--- src/vid_ctl_params.svh ---
// Purpose: Offsets, field positions, reset values and codes for the video output controls.
// Assumes: Eight-bit registers reached by sub-address over the serial control port.
// Notes:   Definitions only.
`ifndef VID_CTL_PARAMS_SVH
`define VID_CTL_PARAMS_SVH

// ----------------------------------------------------------------------------
// Register map
// ----------------------------------------------------------------------------
`define OUT_PIN_CTRL_ADDR     8'h02
`define DEC_TUNE_CTRL_ADDR    8'h03
`define OUT_PIN_CTRL_RESET    8'h00
`define DEC_TUNE_CTRL_RESET   8'h00

// ----------------------------------------------------------------------------
// Output pin control fields
// ----------------------------------------------------------------------------
`define LINE_POL_BIT          0
`define FRAME_POL_BIT         1
`define VALID_POL_BIT         2
`define CLK_FLIP_BIT          3
`define SYNC_EMB_BIT          4
`define VALID_EMB_BIT         5
`define FILL_LSB              6

// ----------------------------------------------------------------------------
// Decode tuning fields
// ----------------------------------------------------------------------------
`define SPLIT_BIT             0
`define KILL_LSB              1
`define CORE_LSB              3
`define SPEED_BIT             5
`define VPIN_BIT              6

// ----------------------------------------------------------------------------
// Fill levels (eight-bit luma / chroma)
// ----------------------------------------------------------------------------
`define BLACK_Y               8'h10
`define BLACK_C               8'h80
`define BLUE_Y                8'h29
`define BLUE_CB               8'hF0
`define BLUE_CR               8'h6E

// ----------------------------------------------------------------------------
// Coring dead bands in LSB
// ----------------------------------------------------------------------------
`define CORE_BAND0            3'h2
`define CORE_BAND1            3'h3
`define CORE_BAND2            3'h4
`define CORE_NONE             3'h0

`endif

--- src/vid_ctl_pkg.sv ---
// Purpose: Types shared by the video output control logic.
// Assumes: Field codes as held in vid_ctl_params.svh.
// Notes:   Types only.
package vid_ctl_pkg;

    // ------------------------------------------------------------------------
    // Modes
    // ------------------------------------------------------------------------
    typedef enum logic [1:0] {
        IF_CAMERA      = 2'b00,
        IF_CAMERA_EMB  = 2'b01,
        IF_SYNC_PINS   = 2'b10,
        IF_EMB_656     = 2'b11
    } out_if_e;

    typedef enum logic [1:0] {
        FILL_BLACK   = 2'b00,
        FILL_BLUE    = 2'b01,
        FILL_PASS    = 2'b10,
        FILL_RESV    = 2'b11
    } fill_e;

    // Raw timing from the decoder core, active high.
    typedef struct packed {
        logic line_sync;
        logic frame_sync;
        logic valid;
        logic vert_active;
        logic field_id;
        logic line_start;
    } timing_s;

    // Pixel sample.
    typedef struct packed {
        logic [7:0] y;
        logic [7:0] cb;
        logic [7:0] cr;
    } pixel_s;

    // Settings presented to decoder core.
    typedef struct packed {
        logic       use_2d_chroma;
        logic       chroma_kill;
        logic [2:0] core_band;
        logic       gain_slow;
    } tune_s;

endpackage : vid_ctl_pkg

--- src/reg_pair.sv ---
// Purpose: Two eight-bit registers written by sub-address with registered read data.
// Assumes: One write strobe per access, synchronous to mclk.
// Notes:   Unmapped sub-addresses read as zero and ignore writes.
`timescale 1ns/1ps
`include "vid_ctl_params.svh"
module reg_pair import vid_ctl_pkg::*; (
    input  wire logic       mclk,
    input  wire logic       rst,
    input  wire logic       wr_en,
    input  wire logic [7:0] addr,
    input  wire logic [7:0] wdata,
    output logic      [7:0] rdata_q,
    output logic      [7:0] pin_ctrl_q,
    output logic      [7:0] tune_ctrl_q
);

    // ------------------------------------------------------------------------
    // Storage
    // ------------------------------------------------------------------------
    // Every bit is stored as written, reserved top bit of tuning included.
    always_ff @(posedge mclk) begin
        if (rst) begin
            pin_ctrl_q  <= `OUT_PIN_CTRL_RESET;
            tune_ctrl_q <= `DEC_TUNE_CTRL_RESET;
        end else if (wr_en) begin
            if (addr == `OUT_PIN_CTRL_ADDR) begin
                pin_ctrl_q <= wdata;
            end
            if (addr == `DEC_TUNE_CTRL_ADDR) begin
                tune_ctrl_q <= wdata;
            end
        end
    end

    // Read data registered so the serial port sees a stable byte.
    always_ff @(posedge mclk) begin
        if (rst) begin
            rdata_q <= 8'h00;
        end else begin
            unique case (addr)
                `OUT_PIN_CTRL_ADDR:  rdata_q <= pin_ctrl_q;
                `DEC_TUNE_CTRL_ADDR: rdata_q <= tune_ctrl_q;
                default:             rdata_q <= 8'h00;
            endcase
        end
    end

endmodule : reg_pair

--- src/vid_out_ctl.sv ---
// Purpose: Output pin and decode tuning control of the composite video decoder.
// Assumes: Register writes and decoder timing arrive synchronous to mclk (20 MHz).
// Notes:   Settings apply at the next line start so a line never changes mid-way.
// What this block does
// - Line sync pin active low when its polarity bit is 0, high when 1.
// - Frame sync pin active low when its polarity bit is 0, high when 1.
// - Pixel valid pin active low when its polarity bit is 0, high when 1.
// - Clock flip bit 0: sample on rising edge; 1: on falling edge.
// - Embedded modes: sync pins low unless sync-in-embedded bit is 1.
// - Embedded modes: valid pin low unless valid-in-embedded bit is 1.
// - No signal: fill 00 gives black, 01 gives blue, 11 reserved.
// - Fill code 10 passes decoded input through during signal loss.
// - NTSC small or rotated sizes: split bit picks primary or 2D chroma.
// - Other input and size combinations ignore the split bit.
// - Kill code 01 kills chroma when colour loop loses lock.
// - Kill code 10 kills chroma when burst drops below about -23 dB.
// - Kill code 00 kills on either condition; code 11 reserved.
// - Coring codes 00,01,10 give 2,3,4 LSB bands; 11 gives none.
// - Speed bit 0 makes gain loops quick, 1 makes them slow.
// - Vertical pin carries frame sync when function bit 0, field when 1.
// - Camera mode vertical pin always carries vertical active flag.
// - Interface codes 01 and 11 are embedded modes, sync pins low unless sync-in-embedded bit is 1.
// - No-signal flag from loss of both locks, or vertical only, by define bit.
`timescale 1ns/1ps
`include "vid_ctl_params.svh"
module vid_out_ctl import vid_ctl_pkg::*; (
    input  wire logic       mclk,
    input  wire logic       rst,
    // Register access port from the serial control slave.
    input  wire logic       reg_wr_en,
    input  wire logic [7:0] reg_addr,
    input  wire logic [7:0] reg_wdata,
    output logic      [7:0] reg_rdata,
    // Mode from the neighbouring control registers.
    input  wire logic [1:0] output_interface_select,
    input  wire logic       ntsc_input,
    input  wire logic       small_size,
    input  wire logic       no_signal_on_vert_only,
    // Decoder status.
    input  wire logic       h_lock_lost,
    input  wire logic       v_lock_lost,
    input  wire logic       colour_pll_unlocked,
    input  wire logic       burst_low,
    // Decoder timing and pixels.
    input  wire timing_s    timing,
    input  wire pixel_s     pixel_in,
    // Pins and status toward the capture port.
    output logic            line_sync_out,
    output logic            frame_sync_out,
    output logic            pixel_valid_out,
    output logic            pixel_clock_out,
    output logic            no_signal_flag,
    output pixel_s          pixel_out,
    // Settings back to the decoder core.
    output tune_s           tune_out
);

    // ------------------------------------------------------------------------
    // Registers
    // ------------------------------------------------------------------------
    logic [7:0] pin_ctrl_q;
    logic [7:0] tune_ctrl_q;
    logic [7:0] pin_live_q;
    logic [7:0] tune_live_q;
    logic       clk_div_q;

    reg_pair u_regs (
        .mclk        (mclk),
        .rst         (rst),
        .wr_en       (reg_wr_en),
        .addr        (reg_addr),
        .wdata       (reg_wdata),
        .rdata_q     (reg_rdata),
        .pin_ctrl_q  (pin_ctrl_q),
        .tune_ctrl_q (tune_ctrl_q)
    );

    // ------------------------------------------------------------------------
    // Line-aligned shadow
    // ------------------------------------------------------------------------
    // Copying at line start keeps a half-line from showing two polarities.
    // Apply at line start.
    always_ff @(posedge mclk) begin
        if (rst) begin
            pin_live_q  <= `OUT_PIN_CTRL_RESET;
            tune_live_q <= `DEC_TUNE_CTRL_RESET;
        end else if (timing.line_start) begin
            pin_live_q  <= pin_ctrl_q;
            tune_live_q <= tune_ctrl_q;
        end
    end

    // ------------------------------------------------------------------------
    // Field decode
    // ------------------------------------------------------------------------
    logic    line_pol;
    logic    frame_pol;
    logic    valid_pol;
    logic    clk_flip;
    logic    sync_emb;
    logic    valid_emb;
    fill_e   fill_mode;
    out_if_e if_mode;
    logic    embedded;
    logic    nosig;

    assign line_pol  = pin_live_q[`LINE_POL_BIT];
    assign frame_pol = pin_live_q[`FRAME_POL_BIT];
    assign valid_pol = pin_live_q[`VALID_POL_BIT];
    assign clk_flip  = pin_live_q[`CLK_FLIP_BIT];
    assign sync_emb  = pin_live_q[`SYNC_EMB_BIT];
    assign valid_emb = pin_live_q[`VALID_EMB_BIT];
    assign fill_mode = fill_e'(pin_live_q[`FILL_LSB +: 2]);
    assign if_mode   = out_if_e'(output_interface_select);

    assign embedded = (if_mode == IF_CAMERA_EMB) || (if_mode == IF_EMB_656);

    assign nosig = no_signal_on_vert_only ? v_lock_lost : (h_lock_lost && v_lock_lost);

    // ------------------------------------------------------------------------
    // Sync and valid pins
    // ------------------------------------------------------------------------
    logic line_act;
    logic vert_act;
    logic valid_act;
    logic vert_src;

    // Vertical pin source selection.
    always_comb begin
        if (if_mode == IF_CAMERA || if_mode == IF_CAMERA_EMB) begin
            vert_src = timing.vert_active;
        end else if (tune_live_q[`VPIN_BIT]) begin
            vert_src = timing.field_id;
        end else begin
            vert_src = timing.frame_sync;
        end
    end

    // Gating in embedded modes: the pin is held low, not at inactive level.
    always_comb begin
        line_act  = timing.line_sync;
        vert_act  = vert_src;
        valid_act = timing.valid;
    end

    // Pins come straight from flip-flops.
    always_ff @(posedge mclk) begin
        if (rst) begin
            line_sync_out   <= 1'b0;
            frame_sync_out  <= 1'b0;
            pixel_valid_out <= 1'b0;
        end else begin
            if (embedded && !sync_emb) begin
                line_sync_out  <= 1'b0;
                frame_sync_out <= 1'b0;
            end else begin
                line_sync_out  <= line_pol ? line_act : ~line_act;
                frame_sync_out <= frame_pol ? vert_act : ~vert_act;
            end
            if (embedded && !valid_emb) begin
                pixel_valid_out <= 1'b0;
            end else begin
                pixel_valid_out <= valid_pol ? valid_act : ~valid_act;
            end
        end
    end

    // ------------------------------------------------------------------------
    // Pixel clock
    // ------------------------------------------------------------------------
    // Data changes when the divider is low-to-high internally; a normal clock
    // rises mid-data, flipping moves the capture edge to the falling edge.
    always_ff @(posedge mclk) begin
        if (rst) begin
            clk_div_q <= 1'b0;
        end else begin
            clk_div_q <= ~clk_div_q;
        end
    end

    always_ff @(posedge mclk) begin
        if (rst) begin
            pixel_clock_out <= 1'b0;
        end else begin
            pixel_clock_out <= clk_div_q ^ clk_flip;
        end
    end

    // ------------------------------------------------------------------------
    // No-signal fill
    // ------------------------------------------------------------------------
    always_ff @(posedge mclk) begin
        if (rst) begin
            no_signal_flag <= 1'b0;
            pixel_out      <= '0;
        end else begin
            no_signal_flag <= nosig;
            if (!nosig) begin
                pixel_out <= pixel_in;
            end else begin
                unique case (fill_mode)
                    FILL_BLACK: pixel_out <= '{y: `BLACK_Y, cb: `BLACK_C, cr: `BLACK_C};
                    FILL_BLUE:  pixel_out <= '{y: `BLUE_Y, cb: `BLUE_CB, cr: `BLUE_CR};
                    FILL_PASS:  pixel_out <= pixel_in;
                    // Reserved code falls back to black so the picture stays defined.
                    FILL_RESV:  pixel_out <= '{y: `BLACK_Y, cb: `BLACK_C, cr: `BLACK_C};
                endcase
            end
        end
    end

    // ------------------------------------------------------------------------
    // Decode tuning
    // ------------------------------------------------------------------------
    logic [1:0] kill_code;
    logic [1:0] core_code;
    assign kill_code = tune_live_q[`KILL_LSB +: 2];
    assign core_code = tune_live_q[`CORE_LSB +: 2];

    always_ff @(posedge mclk) begin
        if (rst) begin
            tune_out <= '0;
        end else begin
            tune_out.use_2d_chroma <= ntsc_input && small_size && tune_live_q[`SPLIT_BIT];
            unique case (kill_code)
                2'b00: tune_out.chroma_kill <= colour_pll_unlocked || burst_low;
                2'b01: tune_out.chroma_kill <= colour_pll_unlocked;
                2'b10: tune_out.chroma_kill <= burst_low;
                2'b11: tune_out.chroma_kill <= colour_pll_unlocked || burst_low;
            endcase
            unique case (core_code)
                2'b00: tune_out.core_band <= `CORE_BAND0;
                2'b01: tune_out.core_band <= `CORE_BAND1;
                2'b10: tune_out.core_band <= `CORE_BAND2;
                2'b11: tune_out.core_band <= `CORE_NONE;
            endcase
            tune_out.gain_slow <= tune_live_q[`SPEED_BIT];
        end
    end

endmodule : vid_out_ctl

--- config.mk ---
export PLATFORM = sky130hd
export DESIGN_NAME = vid_out_ctl
export DESIGN_NICKNAME = d
export VERILOG_FILES = /design/src/vid_ctl_pkg.sv /design/src/reg_pair.sv /design/src/vid_out_ctl.sv
export VERILOG_INCLUDE_DIRS = /design/src /design/src/src
export SDC_FILE = /design/constraint.sdc
export NUM_CORES = 1
export LEC_CHECK = 0
export BUFFER_PORTS_ARGS = -buffer_cell sky130_fd_sc_hd__buf_2
export CAP_MARGIN = 20
export CORE_UTILIZATION = 49
export CTS_BUF_LIST = sky130_fd_sc_hd__clkbuf_16
export CTS_CLUSTER_DIAMETER = 120
export CTS_CLUSTER_SIZE = 40
export DETAILED_ROUTE_END_ITERATION = 8
export GPL_TIMING_DRIVEN = 0
export PLACE_DENSITY = 0.76
export SLEW_MARGIN = 10
export SYNTH_ARGS = -nofsm -noshare
export SYNTH_HDL_FRONTEND = slang
export SYNTH_HIERARCHICAL = 1
export SYNTH_SLANG_ARGS = --single-unit
--- constraint.sdc ---
create_clock -name mclk -period 1.5 [get_ports mclk]
set_input_delay 0.15 -clock mclk [delete_from_list [all_inputs] [get_ports mclk]]
set_output_delay 0.15 -clock mclk [all_outputs]
set_load 0.01 [all_outputs]
# Word-level counts from Yosys, hierarchy flattened
# Cells that the tools add are included.
# Widths: inputs -> output; s select.
# op_classes
reduce_logical	20
n_eq_ne	13
n_bitwise	5
muxes	11
# op_table
operator	n
$pmux 24 s3	1
$mux 24	1
$eq 8x2->1 const B	2
$pmux 8 s2	1
$eq 2x2->1 const B	7
$pmux 3 s4	1
$eq 2x1->1 const B	4
$logic_not 2->1	4
$reduce_or 2->1	4
$mux 1	6
$logic_and 1x1->1	5
$not 1->1	4
$reduce_and 2->1	2
$logic_or 1x1->1	3
$pmux 1 s3	1
$logic_not 1->1	2
$xor 1x1->1	1
# word_totals
output_inout_bits	43
reg_bits	75

# Depth between registers and ports, before layout
# depth
ltp_word	5
depth_mapped	5
ltp_nobuf	5

# Cells and area by module
# Netlist, hierarchy kept.
# modules_own_cells
mod	area_per_inst_um2	instances	cells_each
vid_out_ctl	1775.5	1	158
reg_pair	1001.0	1	90

# Least setup slack after synthesis
# No wires, ideal clock.
# synth_path
kind	flip-flop to flip-flop
start	reg pin_live_q[6]
end	reg pixel_out[12] in the netlist's numbering
t_required_ps	1443
stages_incl_launch_ff	6
setup_slack_ps	197
setup_ps	57
arrival_time_ps	1246
path_buffers	1
path_cell_list	dfxtp_1 -> inv_1 -> ha_1 -> nor4_2 -> buf_4 -> a21o_1
# synth_via
elab_chain_len	4
word_cells_on_any_way	7
# synth_rtl
item	line_no	source
start: declaration	vid_out_ctl.sv:63	logic [7:0] pin_live_q;
start signal: assignment	vid_out_ctl.sv:85	pin_live_q <= `OUT_PIN_CTRL_RESET;
start signal: assignment	vid_out_ctl.sv:88	pin_live_q <= pin_ctrl_q;
$eq 2x2->1 / $logic_not 2->1 (equally long branches)	vid_out_ctl.sv:201	unique case (fill_mode)
$reduce_or 2->1 (no line)	-	
$pmux 24 s3 (*)	vid_out_ctl.sv:201	
$mux 24 (*)	vid_out_ctl.sv:198	if (!nosig) begin
end signal: assignment	vid_out_ctl.sv:199	pixel_out <= pixel_in;
end signal: assignment	vid_out_ctl.sv:202	FILL_BLACK: pixel_out <= '{y: `BLACK_Y, cb: `BLACK_C, cr: `BLACK_C};
end signal: assignment	vid_out_ctl.sv:203	FILL_BLUE: pixel_out <= '{y: `BLUE_Y, cb: `BLUE_CB, cr: `BLUE_CR};
end: declaration	vid_out_ctl.sv:53	output pixel_s pixel_out,
# Every way passes the cells marked *; elsewhere a longest branch is shown, timed or not.
# A chain may end at the register's enable or synchronous reset.

# Worst setup path in the final report
# layout_path
start	reg pin_live_q[6]
end	reg pixel_out[3] in the netlist's numbering
# Same word-level chain as after synthesis.

==> out/qor.csv <==
stage;metric;value;unit
job;drv_cap;0;
sta;grt_setup_unrepaired;no;
drt;drt_iter0_drc;63;
setup_path;critPathMaxStageDelay;0.36;ns
floorplan;num_rows;27;
layout;nNetsFinal;419;
drt;drc;0;
setup_path;start_kind;flop;
drt;via_count;2078;
setup_path;worstSetupEndpointType;flop;
synthesis;seq_area_frac_synth;54.1;%
floorplan;die_h;77.3;um
drt;vias_per_cell;4.81;
layout;drive_gt1_share;37.5;%
global_routing;grt_pass1_wl;8890;um
power_and_ir_drop;vdd_drop_max;0.000771;V
layout;multi_input_area;1170;um2
sta;clock_skew;0.00245;ns
place;post-dp-hpwl;4110;um
synthesis;yosysUniqueCellTypes;38;
setup_path;cp_top_family;adder cells;
drt;wire_per_inst;12.8;um
floorplan;die_area;5970;um2
cts;cts.sinks;75;
cts;clk_path_buf_depth;2;
setup_path;worstPathMaxFanout;10;
cts;path_clk_slew;0.05;ns
floorplan;ios;101;
synthesis;syn-mean-instance-area;11.2;um2
setup_path;cp_slowest_cell;ha_1;
sta;tns;0;ns
sta;period_needed;1.40;ns
synthesis;synth_compound_area_share;7.03;%
global_routing;grt.total_usage;19.7;%
synthesis;synthMuxAreaShare;14.8;%
cts;cts_buffers;9;
synthesis;yosys.area_share.simple;17.4;%
synthesis;postSynthCellCount;248;
synthesis;synth-adder-area-share;1.80;%
synthesis;synth-seq-cells;75;
synthesis;synth_area_leader_cell;dfxtp_1;
drt;drt-total-wl;5520;um
setup_path;cp.required;1.76;ns
synthesis;ys.flop_type;dfxtp_1;
place;placed_area;3360;um2
synthesis;netlist_area;2780;um2
cts;cts-root-buf;clkbuf_16;
synthesis;synth_edf_count;0;
drt;ant_nets;0;
sta;slew_headroom;75.0;%
layout;fin_area;3620;um2
layout;fillers;453;
synthesis;synth.yosys.warnings;6;
global_routing;grt_start_max_net_pins;12;
sta;maxSlewViolCount;0;
sta;fmax;715;MHz
cts;clk_latency;0.32;ns
layout;regArea;1500;um2
sta;setup_violations;0;
synthesis;synth_area_leaders;dfxtp_1 54%, mux2i_1 15%, nand2b_1 5.4%;
cts;h-tree-depth;3;
global_routing;grt_pass1_vias;1935;
synthesis;synth_xor_area_share;0.946;%
status;status;completed;
drt;dr.max_layer_used;met4;
drt;wl_met1;2410;um
floorplan;start_util;50.7;%
sta;hold_viol;0;
setup_path;worst-endpoint-arrival;1.66;ns
global_routing;grt_antenna_before_repair;0;
synthesis;syn_nets;310;
cts;cts_tree;done;
synthesis;synth_top_family_by_area;simple AND/OR/NAND/NOR gates;
place;routabilityCongestion;0.738;
drt;dr_wl_met2;2620;um
floorplan;fp.dieW;77.3;um
layout;area_growth;30.4;%
setup_path;criticalPathCategory;reg -> reg;
synthesis;yosysMostFrequentCell;dfxtp_1;
power_and_ir_drop;power.density;1150;nW/um2
layout;antenna_cells;0;
global_routing;gr-total-overflow;0;
sta;tightest_slew;0.376;ns
synthesis;synthDominantCellAreaShare;54.1;%
setup_path;worst-path-buf-inv;2;
synthesis;synth_async_sr_flop_share;0;%
drt;routed-wl-met3;401;um
place;numPortBuffers;98;
floorplan;core-area;5470;um2
drt;drtPass1Iterations;4;
setup_path;crit_chain;inv_1 > ha_1 > nor4_4 > buf_6 > a21o_1;
sta;period_share;93.3;%
power_and_ir_drop;power.leakage;1.85;nW
synthesis;synthTopCellsByCount;75 x dfxtp_1, 41 x mux2i_1, 29 x nor2_1, 24 x nand2b_1, 10 x a21o_1;
worst_hold_path;hp-class;in -> reg;
==> cell families after synthesis <==
family / count (synthesis)
and+or+nand+nor: 80
DFF: 75
muxes: 41
AOI/OAI and AO/OA: 27
buffers and inverters: 18
adders and majority gates: 4
xor gates and xnor gates: 3
==> placed cells by master, fill, tap and decap left out, types with 2 or more instances in the layout <==
master	n
clkbuf_16	9
a21oi_1	3
buf_6	4
and2_1	3
nand3_1	2
a22oi_1	3
o21ai_0	4
mux2i_1	41
buf_4	3
clkbuf_1	2
nor4_4	2
xnor2_1	2
and2_2	8
o31ai_1	2
buf_2	101
clkinv_2	2
dfxtp_1	75
nor2_1	29
inv_1	8
ha_1	4
nand2b_1	24
nor2b_1	2
a21o_1	10
==> flip-flops by register name, indices dropped and copies added (netlist names), 6 cells and up <==
register and count:
u_regs/tune_ctrl_q 8, tune_live_q 7, tune_out 6, u_regs/pin_ctrl_q 8, u_regs/rdata_q 8, pin_live_q 8, pixel_out 24
==> layout make-up <==
type                            count  share of cell area, %
Buffer                             12                   2.49
Clock buffer                        9                   6.22
Clock inverter                      5                  0.691
Inverter                            6                  0.622
Multi-Input combinational cell    155                   32.5
Sequential cell                    75                   41.5
Tap cell                           72                   2.49
Timing Repair Buffer               98                   13.5
==> where the power goes <==
group | total, mW | switching [mW] | internal (mW)
Sequential | 2.05 | 0.0109 | 2.04
Combinational | 0.313 | 0.152 | 0.160
Clock | 1.80 | 0.722 | 1.08
Total | 4.16 | 0.885 | 3.28
==> metrics by stage <==
step	std cells	setup WS [ns]	utilization [%]	hold slack [ns]	total power, mW
after global routing	432	0.00779	66.1	0.0149	4.34
after CTS	432	0.0313	65.9	0.0122	4.23
after global placement	418	0.0840	61.3	0.346	2.40
final	432	0.101	66.1	0.0214	4.16
after detailed placement	418	0.0697	61.3	0.347	2.41
after floorplan	248	0.197	-	0.260	2.26
==> final timing paths <==
| path | startpoint | slack (ns) | end | cells past startpoint |
|---|---|---|---|---|
| max reg2reg | pin_live_q[6] | 0.10 | pixel_out[3] | 5 |
| min reg2reg | clk_div_q | 0.43 | clk_div_q | 1 |
| max | pin_live_q[6] | 0.10 | pixel_out[3] | 5 |
| min | pixel_in[16] | 0.02 | pixel_out[16] | 2 |
==> repair_timing <==
| action | in CTS | in global routing |
|---|---|---|
| hold buffers | 0 | 0 |
| buffers inserted | 0 | 0 |
| endpoints found under the setup margin | 0 | 10 |
| resized for setup | 0 | 2 |
==> per-layer routing <==
layer  vias to the layer above  global-route usage [%]
li1                       1050                       -
met1                       935                    22.9
met2                        84                    32.6
met3                         9                    5.71
met4                         0                    10.2
met5                         -                       0
No activity file was read; power rests on OpenSTA's default activity.
